File: config.mk
export PLATFORM = sky130hd
export DESIGN_NAME = error_recoverability_syndrome
export DESIGN_NICKNAME = d
export VERILOG_FILES = /design/src/logic/err_syn_pkg.sv /design/src/logic/error_recoverability_syndrome.sv /design/src/logic/recovery_classifier.sv
export VERILOG_INCLUDE_DIRS = /design/src /design/src/logic
export SDC_FILE = /design/constraint.sdc
export NUM_CORES = 1
export LEC_CHECK = 0
export ABC_AREA = 1
export BUFFER_PORTS_ARGS = -buffer_cell sky130_fd_sc_hd__clkbuf_2
export CAP_MARGIN = 25
export CORE_ASPECT_RATIO = 1.5
export CORE_MARGIN = 8
export CORE_UTILIZATION = 30
export CTS_CLUSTER_DIAMETER = 100
export CTS_CLUSTER_SIZE = 12
export DETAILED_ROUTE_END_ITERATION = 8
export GPL_ROUTABILITY_DRIVEN = 1
export PLACE_DENSITY = 0.63
export SLEW_MARGIN = 25
export SYNTH_ARGS = -nofsm -noshare
export SYNTH_HDL_FRONTEND = slang
export SYNTH_SLANG_ARGS = --single-unit
File: constraint.sdc
create_clock -name clk_i -period 2.27 [get_ports clk_i]
set_input_delay 0.1135 -clock clk_i [delete_from_list [all_inputs] [get_ports clk_i]]
set_output_delay 0.1135 -clock clk_i [all_outputs]
set_load 0.02 [all_outputs]
File: src/logic/err_syn_map.svh
`ifndef ERR_SYN_MAP_SVH
`define ERR_SYN_MAP_SVH

// ----------------------------------------------------------------
// Issue syndrome field layout
// ----------------------------------------------------------------
`define ISS_WIDTH      25
`define ISS_IDS_BIT    24
`define ISS_AET_LSB    10
`define ISS_AET_MSB    12
`define ISS_FAULT_STATUS_CODE_FIELD_LSB   0
`define ISS_FAULT_STATUS_CODE_FIELD_MSB   5
`define ISS_RESET      25'h0000000

// ----------------------------------------------------------------
// Async error type encodings
// ----------------------------------------------------------------
`define AET_UNCONT     3'h0
`define AET_UNREC      3'h1
`define AET_RESTART    3'h2
`define AET_RECOV      3'h3
`define AET_CORRECTED  3'h6

// ----------------------------------------------------------------
// Flag values and fault status code
// ----------------------------------------------------------------
`define IDS_SET        1'h1
`define IDS_CLEAR      1'h0
`define FAULT_STATUS_CODE_FIELD_ASYNC     6'h11
`define FAULT_STATUS_CODE_FIELD_ZERO      6'h00

// ----------------------------------------------------------------
// Counter reset
// ----------------------------------------------------------------
`define COUNT_RESET    16'h0000

`endif

File: src/logic/err_syn_pkg.sv
package err_syn_pkg;

  typedef enum logic [1:0] {
    RECOVER_NONE,
    RECOVER_REPAIR,
    RECOVER_NEVER
  } recover_class_type;

  typedef enum logic [2:0] {
    STATE_UNCONT,
    STATE_UNREC,
    STATE_RECOV,
    STATE_RESTART,
    STATE_CORRECTED,
    STATE_UNCAT,
    STATE_IMPL
  } err_state_type;

endpackage

File: src/logic/error_recoverability_syndrome.sv
`timescale 1ns/1ps
`include "err_syn_map.svh"

module error_recoverability_syndrome
  import err_syn_pkg::*;
#(
  parameter int ADDR_W  = 64,
  parameter int COUNT_W = 16
) (
  input  wire logic                  clk_i,
  input  wire logic                  rstn_i,
  input  wire logic                  take_i,
  input  wire logic                  sys_err_i,
  input  wire logic                  to_64_i,
  input  wire logic                  silent_prop_i,
  input  wire logic                  latent_i,
  input  wire logic                  restart_corrects_i,
  input  wire logic                  restart_accesses_i,
  input  wire logic                  removable_i,
  input  wire logic [ADDR_W-1:0]     restart_addr_i,
  input  wire logic [ADDR_W-1:0]     pref_ret_addr_i,
  input  wire logic                  elect_never_i,
  input  wire logic                  elect_repair_i,
  input  wire logic                  impl_mech_i,
  input  wire logic                  contained_i,
  input  wire logic                  corrected_i,
  input  wire logic                  elect_uncat_i,
  input  wire logic                  elect_impl_i,
  input  wire logic [`ISS_WIDTH-2:0] impl_iss_i,
  input  wire logic                  syndrome_ack_i,
  output logic                       class_valid_o,
  output recover_class_type          class_o,
  output logic                       impl_repairable_o,
  output logic                       syndrome_written_o,
  output err_state_type              err_state_o,
  output logic [`ISS_WIDTH-1:0]      issue_syndrome_field_o,
  output logic                       syndrome_pending_o,
  output logic                       overrun_o,
  output logic [COUNT_W-1:0]         take_count_o
);

  initial begin
    if (ADDR_W < 1) begin
      $error("ADDR_W must be at least 1");
    end
    if (COUNT_W < 1 || COUNT_W > 16) begin
      $error("COUNT_W must be 1 to 16");
    end
  end

  // ----------------------------------------------------------------
  // Classification
  // ----------------------------------------------------------------
  recover_class_type cls_comb;
  logic              impl_rep_comb;

  recovery_classifier #(
    .ADDR_W (ADDR_W)
  ) u_classifier (
    .silent_prop_i      (silent_prop_i),
    .latent_i           (latent_i),
    .restart_corrects_i (restart_corrects_i),
    .restart_accesses_i (restart_accesses_i),
    .removable_i        (removable_i),
    .restart_addr_i     (restart_addr_i),
    .pref_ret_addr_i    (pref_ret_addr_i),
    .elect_never_i      (elect_never_i),
    .elect_repair_i     (elect_repair_i),
    .impl_mech_i        (impl_mech_i),
    .class_o            (cls_comb),
    .impl_repairable_o  (impl_rep_comb)
  );

  // ----------------------------------------------------------------
  // Stage one registers
  // ----------------------------------------------------------------
  logic                  take1_q;
  recover_class_type     cls_q;
  logic                  impl_rep_q;
  logic                  record_q;
  logic                  silent_q;
  logic                  contained_q;
  logic                  corrected_q;
  logic                  uncat_q;
  logic                  impl_q;
  logic [`ISS_WIDTH-2:0] impl_iss_q;

  always_ff @(posedge clk_i or negedge rstn_i) begin
    if (!rstn_i) begin
      take1_q <= 1'b0;
    end else begin
      take1_q <= take_i;
    end
  end

  always_ff @(posedge clk_i or negedge rstn_i) begin
    if (!rstn_i) begin
      cls_q      <= RECOVER_NEVER;
      impl_rep_q <= 1'b0;
    end else if (take_i) begin
      cls_q      <= cls_comb;
      impl_rep_q <= impl_rep_comb;
    end
  end

  always_ff @(posedge clk_i or negedge rstn_i) begin
    if (!rstn_i) begin
      record_q    <= 1'b0;
      silent_q    <= 1'b0;
      contained_q <= 1'b0;
      corrected_q <= 1'b0;
      uncat_q     <= 1'b0;
      impl_q      <= 1'b0;
      impl_iss_q  <= '0;
    end else if (take_i) begin
      record_q    <= sys_err_i && to_64_i;
      silent_q    <= silent_prop_i;
      contained_q <= contained_i;
      corrected_q <= corrected_i;
      uncat_q     <= elect_uncat_i;
      impl_q      <= elect_impl_i;
      impl_iss_q  <= impl_iss_i;
    end
  end

  // ----------------------------------------------------------------
  // Error state selection
  // ----------------------------------------------------------------
  err_state_type state_d;

  // Uncategorized, impl and corrected flags take priority over the recoverability class
  always_comb begin
    if (uncat_q) begin
      state_d = STATE_UNCAT;
    end else if (impl_q) begin
      state_d = STATE_IMPL;
    end else if (corrected_q) begin
      state_d = STATE_CORRECTED;
    end else begin
      unique case (cls_q)
        RECOVER_NONE: begin
          state_d = STATE_RESTART;
        end
        RECOVER_REPAIR: begin
          state_d = STATE_RECOV;
        end
        RECOVER_NEVER: begin
          if (!silent_q && contained_q) begin
            state_d = STATE_UNREC;
          end else begin
            state_d = STATE_UNCONT;
          end
        end
      endcase
    end
  end

  // ----------------------------------------------------------------
  // Syndrome encoding
  // ----------------------------------------------------------------
  logic [2:0]            aet_d;
  logic [`ISS_WIDTH-1:0] iss_d;

  always_comb begin
    unique case (state_d)
      STATE_UNCONT: begin
        aet_d = `AET_UNCONT;
      end
      STATE_UNREC: begin
        aet_d = `AET_UNREC;
      end
      STATE_RESTART: begin
        aet_d = `AET_RESTART;
      end
      STATE_RECOV: begin
        aet_d = `AET_RECOV;
      end
      STATE_CORRECTED: begin
        aet_d = `AET_CORRECTED;
      end
      default: begin
        aet_d = `AET_UNCONT;
      end
    endcase
  end

  always_comb begin
    iss_d = `ISS_RESET;
    unique case (state_d)
      STATE_UNCAT: begin
        iss_d = `ISS_RESET;
      end
      STATE_IMPL: begin
        iss_d[`ISS_IDS_BIT]     = `IDS_SET;
        iss_d[`ISS_IDS_BIT-1:0] = impl_iss_q;
      end
      default: begin
        iss_d[`ISS_IDS_BIT]                 = `IDS_CLEAR;
        iss_d[`ISS_AET_MSB:`ISS_AET_LSB]   = aet_d;
        iss_d[`ISS_FAULT_STATUS_CODE_FIELD_MSB:`ISS_FAULT_STATUS_CODE_FIELD_LSB] = `FAULT_STATUS_CODE_FIELD_ASYNC;
      end
    endcase
  end

  // ----------------------------------------------------------------
  // Classification outputs
  // ----------------------------------------------------------------
  always_ff @(posedge clk_i or negedge rstn_i) begin
    if (!rstn_i) begin
      class_valid_o     <= 1'b0;
      class_o           <= RECOVER_NEVER;
      impl_repairable_o <= 1'b0;
    end else begin
      class_valid_o <= take1_q;
      if (take1_q) begin
        class_o           <= cls_q;
        impl_repairable_o <= impl_rep_q;
      end
    end
  end

  // ----------------------------------------------------------------
  // Syndrome register
  // ----------------------------------------------------------------
  logic write_now;

  assign write_now = take1_q && record_q;

  always_ff @(posedge clk_i or negedge rstn_i) begin
    if (!rstn_i) begin
      syndrome_written_o <= 1'b0;
    end else begin
      syndrome_written_o <= write_now;
    end
  end

  always_ff @(posedge clk_i or negedge rstn_i) begin
    if (!rstn_i) begin
      err_state_o            <= STATE_UNCAT;
      issue_syndrome_field_o <= `ISS_RESET;
    end else if (write_now) begin
      err_state_o            <= state_d;
      issue_syndrome_field_o <= iss_d;
    end
  end

  // ----------------------------------------------------------------
  // Pending and overrun
  // ----------------------------------------------------------------
  always_ff @(posedge clk_i or negedge rstn_i) begin
    if (!rstn_i) begin
      syndrome_pending_o <= 1'b0;
    end else if (write_now) begin
      syndrome_pending_o <= 1'b1;
    end else if (syndrome_ack_i) begin
      syndrome_pending_o <= 1'b0;
    end
  end

  // New write over an unacknowledged one; clear wins over set
  always_ff @(posedge clk_i or negedge rstn_i) begin
    if (!rstn_i) begin
      overrun_o <= 1'b0;
    end else if (write_now && syndrome_pending_o && !syndrome_ack_i) begin
      overrun_o <= 1'b1;
    end else if (syndrome_ack_i) begin
      overrun_o <= 1'b0;
    end
  end

  // ----------------------------------------------------------------
  // Exception counter
  // ----------------------------------------------------------------
  always_ff @(posedge clk_i or negedge rstn_i) begin
    if (!rstn_i) begin
      take_count_o <= COUNT_W'(`COUNT_RESET);
    end else if (take1_q && take_count_o != {COUNT_W{1'b1}}) begin
      take_count_o <= take_count_o + {{(COUNT_W-1){1'b0}}, 1'b1};
    end
  end

endmodule

File: src/logic/recovery_classifier.sv
`timescale 1ns/1ps

module recovery_classifier
  import err_syn_pkg::*;
#(
  parameter int ADDR_W = 64
) (
  input  wire logic              silent_prop_i,
  input  wire logic              latent_i,
  input  wire logic              restart_corrects_i,
  input  wire logic              restart_accesses_i,
  input  wire logic              removable_i,
  input  wire logic [ADDR_W-1:0] restart_addr_i,
  input  wire logic [ADDR_W-1:0] pref_ret_addr_i,
  input  wire logic              elect_never_i,
  input  wire logic              elect_repair_i,
  input  wire logic              impl_mech_i,
  output recover_class_type      class_o,
  output logic                   impl_repairable_o
);

  logic addr_eq;
  logic none_ok;
  logic repair_ok;

  assign addr_eq = restart_addr_i == pref_ret_addr_i;

  assign none_ok = !silent_prop_i && (!latent_i || restart_corrects_i) && addr_eq
                   && !elect_never_i && !elect_repair_i;

  assign repair_ok = !silent_prop_i && addr_eq && !elect_never_i
                     && ((latent_i && restart_accesses_i && removable_i)
                         || elect_repair_i);

  // Repairs needing private mechanisms report as never
  assign impl_repairable_o = repair_ok && !none_ok && impl_mech_i;

  always_comb begin
    if (none_ok) begin
      class_o = RECOVER_NONE;
    end else if (repair_ok && !impl_mech_i) begin
      class_o = RECOVER_REPAIR;
    end else begin
      class_o = RECOVER_NEVER;
    end
  end

endmodule

Word-level counts from Yosys, hierarchy flattened
Index checks and enable logic that the tools add are counted.
{ "totals": {"reg_bits": 85, "input_bits": 170} }
{ "op_classes": {"addsub": 1, "n_eq_ne": 10, "muxes": 16, "reduce_logical": 31} }
{ "ops": {"columns": ["cell", "n"], "rows": [
  ["$eq A64 B64 Y1", 1],
  ["$logic_and A1 B1 Y1", 18],
  ["$add A16 B1 Y16 const B", 1],
  ["$ne A16 B16 Y1 const B", 1],
  ["$pmux W3 S4", 1],
  ["$pmux W6 S2", 1],
  ["$mux W11", 1],
  ["$eq A3 B3 Y1 const B", 3],
  ["$mux W3", 3],
  ["$pmux W3 S3", 1],
  ["$logic_not A1 Y1", 8],
  ["$eq A3 B2 Y1 const B", 2],
  ["$pmux W3 S2", 1],
  ["$mux W1", 5],
  ["$mux W2", 2],
  ["$mux W4", 1],
  ["$reduce_bool A2 Y1", 2],
  ["$eq A3 B1 Y1 const B", 1],
  ["$eq A2 B1 Y1 const B", 1],
  ["$eq A2 B2 Y1 const B", 1],
  ["$logic_not A2 Y1", 1],
  ["$logic_or A1 B1 Y1", 2]
]} }

Depth between registers and ports, before layout
Gate-level depths: netlist (run 1).
{ "logic_depth": {"word_depth": 10, "mapped_depth": 13, "ltp_nobuf": 13} }

By module
A second synthesis (run 1) with hierarchy kept.
{ "hier_totals": {"cells_unflattened": 683, "hier_area_um2": 4807.1} }
{ "by_module_without_submodules": {"columns": ["mod", "instances", "cells_each", "area_each_um2", "seq_area_each_um2"], "rows": [
  ["error_recoverability_syndrome", 1, 413, 3618.5, 2132.0],
  ["recovery_classifier", 1, 270, 1188.6, 0.0]
]} }

Worst setup path before layout (run 1)
No wires, ideal clock.
{ "synth_path": {"kind": "reg-to-reg", "start": "reg take_count_o[0]", "end": "reg take_count_o[11]", "setup_time_ps": 132, "arrival_time_ps": 1540, "required_ps": 2138, "slack_ps": 597, "path_stages_with_launch": 10, "n_path_buf": 0, "synth_period_minus_slack_ps": 1673, "cell_sequence": "dfrtp_1 -> ha_1 -> nand3_1 -> nor3_2 -> nand3_2 -> nand2_4 -> nor2_2 -> nand2_2 -> nor2_1 -> xor2_1"} }
{ "synth_via": {"elab_chain_cells": 2, "elab_cells_between_ends": 3, "classes_between": "1 x add/sub; 1 x eq/ne; 1 x reduce/logical"} }
{ "synth_lines": {"columns": ["item", "line_no", "source"], "rows": [
  ["start, declared", "error_recoverability_syndrome.sv:39", "output logic [COUNT_W-1:0] take_count_o"],
  ["start signal, assigned", "error_recoverability_syndrome.sv:276", "take_count_o <= COUNT_W'(`COUNT_RESET);"],
  ["start signal, assigned", "error_recoverability_syndrome.sv:278", "take_count_o <= take_count_o + {{(COUNT_W-1){1'b0}}, 1'b1};"],
  ["parallel branches: the longest is 2 deep, another holds $add A16 B1 Y16", null, null]
]} }
Several ways; the timed one is not identified.
A chain may end at the register's enable or synchronous reset.

Final worst setup path (run 1)
{ "layout_path": {"start": "reg cls_q[1]", "end": "reg issue_syndrome_field_o[11]"} }
{ "layout_via": {"elab_chain_cells": 8, "elab_cells_between_ends": 15, "classes_between": "8 x eq/ne; 6 x mux; 1 x reduce/logical"} }
{ "layout_lines": {"columns": ["item", "line_no", "source"], "rows": [
  ["start, declared", "error_recoverability_syndrome.sv:78", "recover_class_type cls_q;"],
  ["start signal, assigned", "error_recoverability_syndrome.sv:101", "cls_q <= cls_comb;"],
  ["$eq A2 B2 Y1, or another cell as far along", "error_recoverability_syndrome.sv:140", "unique case (cls_q)"],
  ["$pmux W3 S3 (*)", "error_recoverability_syndrome.sv:140", null],
  ["$mux W3 (*)", "error_recoverability_syndrome.sv:137", "end else if (corrected_q) begin"],
  ["$mux W3 (*)", "error_recoverability_syndrome.sv:135", "end else if (impl_q) begin"],
  ["$mux W3 (*)", "error_recoverability_syndrome.sv:133", "if (uncat_q) begin"],
  ["$eq A3 B3 Y1, or another cell as far along", "error_recoverability_syndrome.sv:165", "unique case (state_d)"],
  ["$pmux W3 S4", "error_recoverability_syndrome.sv:165", null],
  ["$pmux W3 S2 (*)", "error_recoverability_syndrome.sv:189", "unique case (state_d)"],
  ["end signal, assigned", "error_recoverability_syndrome.sv:240", "issue_syndrome_field_o <= `ISS_RESET;"],
  ["end signal, assigned", "error_recoverability_syndrome.sv:243", "issue_syndrome_field_o <= iss_d;"],
  ["end, declared", "error_recoverability_syndrome.sv:36", "output logic [`ISS_WIDTH-1:0] issue_syndrome_field_o,"]
]} }
Mark *: on every way between the ends. The rest lies on a longest branch, timed or not. The select of a mux whose other input is x is not followed.

==> impl_metrics.ini, run 1 <==
[routing]
ant_nets = 0
drc = 0
via_count = 4561
topRoutingLayerUsed = met4
route.met2.wl_um = 7280
met3WireLength_um = 970
first_pass_iters = 4
finalWirelength_um = 14000
vias_per_cell = 4.17
wire_per_inst_um = 12.8
drt-initial-drc-count = 153
wl_met1_um = 5450

[synth]
syn_area_mm2 = 0.00471
yosys.area.top_type_share_pct = 43.1
yosysWarnings = 0
ys.flop_type = dfrtp_1
yosysMostFrequentCell = nand2_1
synth-edff-count = 0
synth_area_leader_cell = dfrtp_1
syn_area_per_cell_um2 = 7.32
synthArstFlopShare_pct = 100
synthTopCellsByArea = dfrtp_1 43%, nand2_1 17%, inv_1 9.5%
synthesis.instances = 643
ys_types = 31
ys_top_cells_by_count = 217 x nand2_1, 119 x inv_1, 81 x dfrtp_1
ys_seq_area_share_pct = 45.3
synth_nets = 814
synth-seq-cells = 85

[place]
port_buffers = 220
place_area_mm2 = 0.00604
gp_congestion = 0.804
dp_hpwl_um = 11600

[cells_and_area]
nNetsFinal = 1055
drive_gt1_share_pct = 31.2
syn2layout_area_growth_pct = 39.0
n_fill_cell = 1610
finish.utilization_pct = 42.3
design_area_mm2 = 0.00654

[timing]
slew_viol_final = 0
setup_violations = 0
tightest_slew_ns = 0.534
rsz0062_at_grt = false
tns_ns = 0
fin_crit_sh_pct = 80.2
relSlewSlack_pct = 64.4
hold_viol_final = 0
whs_ns = 0.00882
fin_skew_ns = 0.00872
max_freq_mhz = 550
min_period_ns = 1.82

[die]
dieArea_mm2 = 0.0200
coreArea_mm2 = 0.0155
die_y_um = 169
rows = 56
start_util_pct = 30.4
ioPinCount = 221
die_w_um = 118

[global_route]
grt_pass1_vias = 4753
grt_pass1_wl_um = 22600
grtUsageTotal_pct = 13.9
globalRouteOverflowTotal = 0
grt_max_degree = 56
antenna_found_initial = 1

[critical_path]
cp_max_fo = 22
crit_path_max_incr_delay_ns = 0.52
required_ns = 2.51
cp-end-kind = register
cp-start-kind = register
cp_cell_sequence = inv_1 > nor2_1 > o21ai_1 > nand3_1 > nand2_2 > nor2_4 > nand3_4 > o2111ai_1
cp.arrival_ns = 2.06
r2r_slack_ns = 0.45
worstSetupPathType = reg2reg
crit_slowest_cell = dfstp_2

[cts]
cts_resized = 0
cts_sinks = 85
cts_max_path_buffers = 2
root_buffer = clkbuf_16
cts_tree = yes
cts.clk_slew.worst_paths_ns = 0.06
cts_buffers = 9
htreeDepth = 3
worstSkewPairLatency_ns = 0.33

[power]
p_per_area_mw_per_mm2 = 668
ir_worst_vdd_v = 0.000428
p_leak_nw = 3.77

[hold_path]
hp-class = in2reg

[status]
status = complete, no violations

[run]
maxCapViolCount = 0
-- layout make-up --
class / count / area, um^2 / share of cell area, %
Clock inverter: 5 / 82.6 / 1.26
Sequential cell: 85 / 2130 / 32.6
Inverter: 121 / 454 / 6.94
Multi-Input combinational cell: 426 / 2070 / 31.6
Antenna cell: 1 / 2.50 / 0.0382
Tap cell: 203 / 254 / 3.88
Clock buffer: 11 / 233 / 3.56
Timing Repair Buffer: 241 / 1320 / 20.2
-- sequential cells by signal (all words and copies together), names as in the netlist, 2 cells and up --
signal / count
err_state_o: 3
take_count_o: 16
issue_syndrome_field_o: 25
cls_q: 2
impl_iss_q: 24
class_o: 2
-- final timing paths --
kind                                          startpoint                                     end  depth (start not counted)
max                                 cls_q[1]$_DFFE_PN1P_  issue_syndrome_field_o[11]$_DFFE_PN0P_                          8
min                                       impl_iss_i[17]              impl_iss_q[17]$_DFFE_PN0P_                          3
min in group asynchronous                         rstn_i  issue_syndrome_field_o[19]$_DFFE_PN0P_                          2
min reg2reg                impl_repairable_o$_DFFE_PN0P_           impl_repairable_o$_DFFE_PN0P_                          2
max reg2reg                         cls_q[1]$_DFFE_PN1P_  issue_syndrome_field_o[11]$_DFFE_PN0P_                          8
max in group asynchronous                         rstn_i                    cls_q[1]$_DFFE_PN1P_                          3
-- critical path: cells and delay by family (launching register included) --
| kind | cells | cell delay [ns] |
|---|---|---|
| DFF | 1 | 0.52 |
| AOI/OAI and AO/OA | 2 | 0.39 |
| and+or+nand+nor | 5 | 0.77 |
| buffers and inverters | 1 | 0.05 |
-- through the flow --
step / power [W] / setup slack (ns) / std cells
3_5_place_dp: 0.00284 / 0.436 / 1058
4_1_cts: 0.00444 / 0.430 / 1092
5_1_grt: 0.00464 / 0.261 / 1093
6_report: 0.00437 / 0.450 / 1093
3_3_place_gp: 0.00282 / 0.453 / 1058
2_1_floorplan: 0.00239 / 0.597 / 643
-- layer usage --
layer	track usage (%)	vias up
met1	14.5	1970
met3	4.16	20
met2	25.7	159
met5	0	-
li1	-	2412
met4	5.65	0
-- what timing repair did --
action,in CTS,in global routing
setup buffers,0,0
endpoints found under the hold margin,58,0
hold buffers,18,0
-- kinds of logic (layout without fill, tap and decap cells) --
group	after synthesis	in the layout	share of synthesized area, %
AOI/OAI and AO/OA	63	63	8.56
xor gates and xnor gates	34	34	6.32
DFF	85	85	45.3
and+or+nand+nor	328	328	28.7
buffers and inverters	132	378	10.8
other	0	1	0
adders and majority gates	1	1	0.266
-- cell usage in the layout, fill, tap and decap left out, types with 3 or more instances in the layout --
cell,count
nand2_1,217
nor2_1,71
or2_2,4
inv_1,119
dlygate4sd3_1,18
o21ai_2,19
dfstp_2,4
nand4_1,10
o21ai_0,36
nor2_2,3
dfrtp_1,81
xor2_1,10
buf_4,3
clkbuf_16,9
nand3_1,10
clkbuf_2,219
xnor2_1,24
-- power breakdown --
| group | internal [W] | switching [W] |
|---|---|---|
| Combinational | 0.000405 | 0.000583 |
| Clock | 0.000968 | 0.000580 |
| Sequential | 0.00170 | 0.000134 |
| Total | 0.00307 | 0.00130 |
Note: power is estimated with default switching activity, not from simulation.
==> inputs of run 2 (changes only) <==
==> constraint.sdc (replaced) <==
create_clock -name clk_i -period 1.8 [get_ports clk_i]
set_input_delay 0.09 -clock clk_i [delete_from_list [all_inputs] [get_ports clk_i]]
set_output_delay 0.09 -clock clk_i [all_outputs]
set_load 0.02 [all_outputs]
==> impl_metrics.ini, run 2 (synthesis results as in run 1) <==
[power]
pwr-share-clk_pct = 34.2
p_sw_w = 0.00168
pwr-share-seq_pct = 42.1
ir_worst_vdd_v = 0.000663
p_per_area_mw_per_mm2 = 817
p_int_w = 0.00378
swShare_pct = 30.8
p_leak_nw = 3.83
p_comb_share_pct = 23.7

[cells_and_area]
top_regs = issue_syndrome_field_o: 25 flops, impl_iss_q: 24 flops, take_count_o: 16 flops
top_register = issue_syndrome_field_o
syn2layout_area_growth_pct = 42.0
drive_gt1_share_pct = 31.4
largest_reg_flops = 25
layout_common_cells = 219 x clkbuf_2, 217 x nand2_1, 119 x inv_1
finish.utilization_pct = 43.2
final_common_cell = clkbuf_2
nNetsFinal = 1070

[die]
rows = 56
start_util_pct = 30.4
die_y_um = 169
die_w_um = 118
dieArea_mm2 = 0.0200
ioPinCount = 221
coreArea_mm2 = 0.0155

[timing]
fin_crit_sh_pct = 90.4
whs_ns = -0.000827
fin_skew_ns = 0.0101
tns_ns = 0
relSlewSlack_pct = 64.9
min_period_ns = 1.63
max_freq_mhz = 614
slew_viol_final = 0
tightest_slew_ns = 0.526
rsz0062_at_grt = false
setup_violations = 0
hold_viol_final = 1

[critical_path]
reg2reg_to = take_count_o[11]$_DFFE_PN0P_
reg2reg_depth = 9
cp_max_fo = 9
r2r_slack_ns = 0.17
cp-end-kind = register
r2r_start = take_count_o[1]$_DFFE_PN0P_
critPathLaunch = take_count_o[1]$_DFFE_PN0P_
required_ns = 2.02
cp-start-kind = register
worstSetupPathType = reg2reg
cp.arrival_ns = 1.85

[cts]
cts_setup_buffers = 0
root_buffer = clkbuf_16
cts_max_path_buffers = 2
htreeDepth = 3
worstSkewPairLatency_ns = 0.34
cts_buffers = 9
cts_tree = yes
cts_sinks = 85
cts_resized = 0
cts.clk_slew.worst_paths_ns = 0.06

[status]
status = complete, but fails checks
violations = hold timing

[global_route]
globalRouteOverflowTotal = 0
grt_max_degree = 56
grt_pass1_vias = 4836
grt_pass1_wl_um = 22400
antenna_found_initial = 1
grtUsageTotal_pct = 13.9

[routing]
vias_per_cell = 4.18
drc = 0
drt-initial-drc-count = 152
ant_nets = 0
finalWirelength_um = 13900
first_pass_iters = 6
wire_per_inst_um = 12.5
via_count = 4636

[hold_path]
hp-class = in2reg
hold_path.startpoint = impl_iss_i[5]
holdPathStages = 3
min_to = impl_iss_q[5]$_DFFE_PN0P_

[run]
maxCapViolCount = 0

[place]
dp_hpwl_um = 11700
port_buffers = 220
gp_congestion = 0.818
-- run 2: cell count changes in the layout (fill, tap and decap cells not counted), sizes merged --
cell and delta:
inv +1, dlygate4sd3 +10, clkinv +1, bufinv -1, buf +5, clkinvlp +1
clkbuf -2
-- run 2: worst max-delay path by stage --
| stage | cells after the start | to |
|---|---|---|
| finish | 9 | take_count_o[11]$_DFFE_PN0P_ |
| global route | 9 | take_count_o[11]$_DFFE_PN0P_ |
| CTS | 9 | take_count_o[11]$_DFFE_PN0P_ |
| detailed placement | 9 | take_count_o[11]$_DFFE_PN0P_ |
| global placement | 9 | issue_syndrome_field_o[1]$_DFFE_PN0P_ |
| floorplan | 9 | take_count_o[11]$_DFFE_PN0P_ |
-- run 2: final cells by class --
type	count	area (um^2)
fillers	1594	8800
well taps	203	254
inverters	121	454
flip-flops and latches	85	2130
clock inverters	7	83.8
repair buffers	256	1470
clock buffers	9	225
multi-input cells	426	2070
diodes	1	2.50
-- run 2: what timing repair did --
| item | CTS | global route |
|---|---|---|
| hold buffers | 28 | 0 |
| endpoints found under the setup margin | 0 | 0 |
| endpoints found under the hold margin | 55 | 0 |
-- run 2: power by group through the flow --
stage / combinational (W) / clock, W / sequential, W
after floorplan: 0.000509 / 0 / 0.00251
after global placement: 0.00126 / 0 / 0.00233
after detailed placement: 0.00127 / 0 / 0.00233
after CTS: 0.00133 / 0.00192 / 0.00230
after global routing: 0.00146 / 0.00200 / 0.00233
final: 0.00129 / 0.00187 / 0.00230
-- run 2: per-layer routing --
metal | global-route usage, % | vias up | part of all wire, %
li1 | - | 2453 | -
met1 | 13.7 | 2014 | 38
met2 | 26.1 | 154 | 52
met3 | 4.96 | 15 | 7.7
met5 | 0 | - | 0
met4 | 5.09 | 0 | 2.0
-- run 2: worst max-delay path: stages (launching register included) --
cell and delay (ns):
dfrtp_1 0.41, ha_1 0.19, nand3_1 0.11, nor3_2 0.20, nand3_2 0.12, nand2_4 0.13, nor2_2 0.06, nand2_2 0.10
nor2_1 0.06, xor2_1 0.13
-- run 2: metrics by stage --
stage               power [W]  std cells  setup WS (ns)  hold slack [ns]  instance area (um^2)
floorplan             0.00302        643          0.127           -0.206                  4710
global placement      0.00358       1063          0.202           0.0424                  6090
detailed placement    0.00361       1063          0.155           0.0457                  6090
CTS                   0.00555       1107          0.143         0.000513                  6680
global route          0.00578       1108         0.0174          0.00291                  6690
finish                0.00546       1108          0.172        -0.000827                  6690
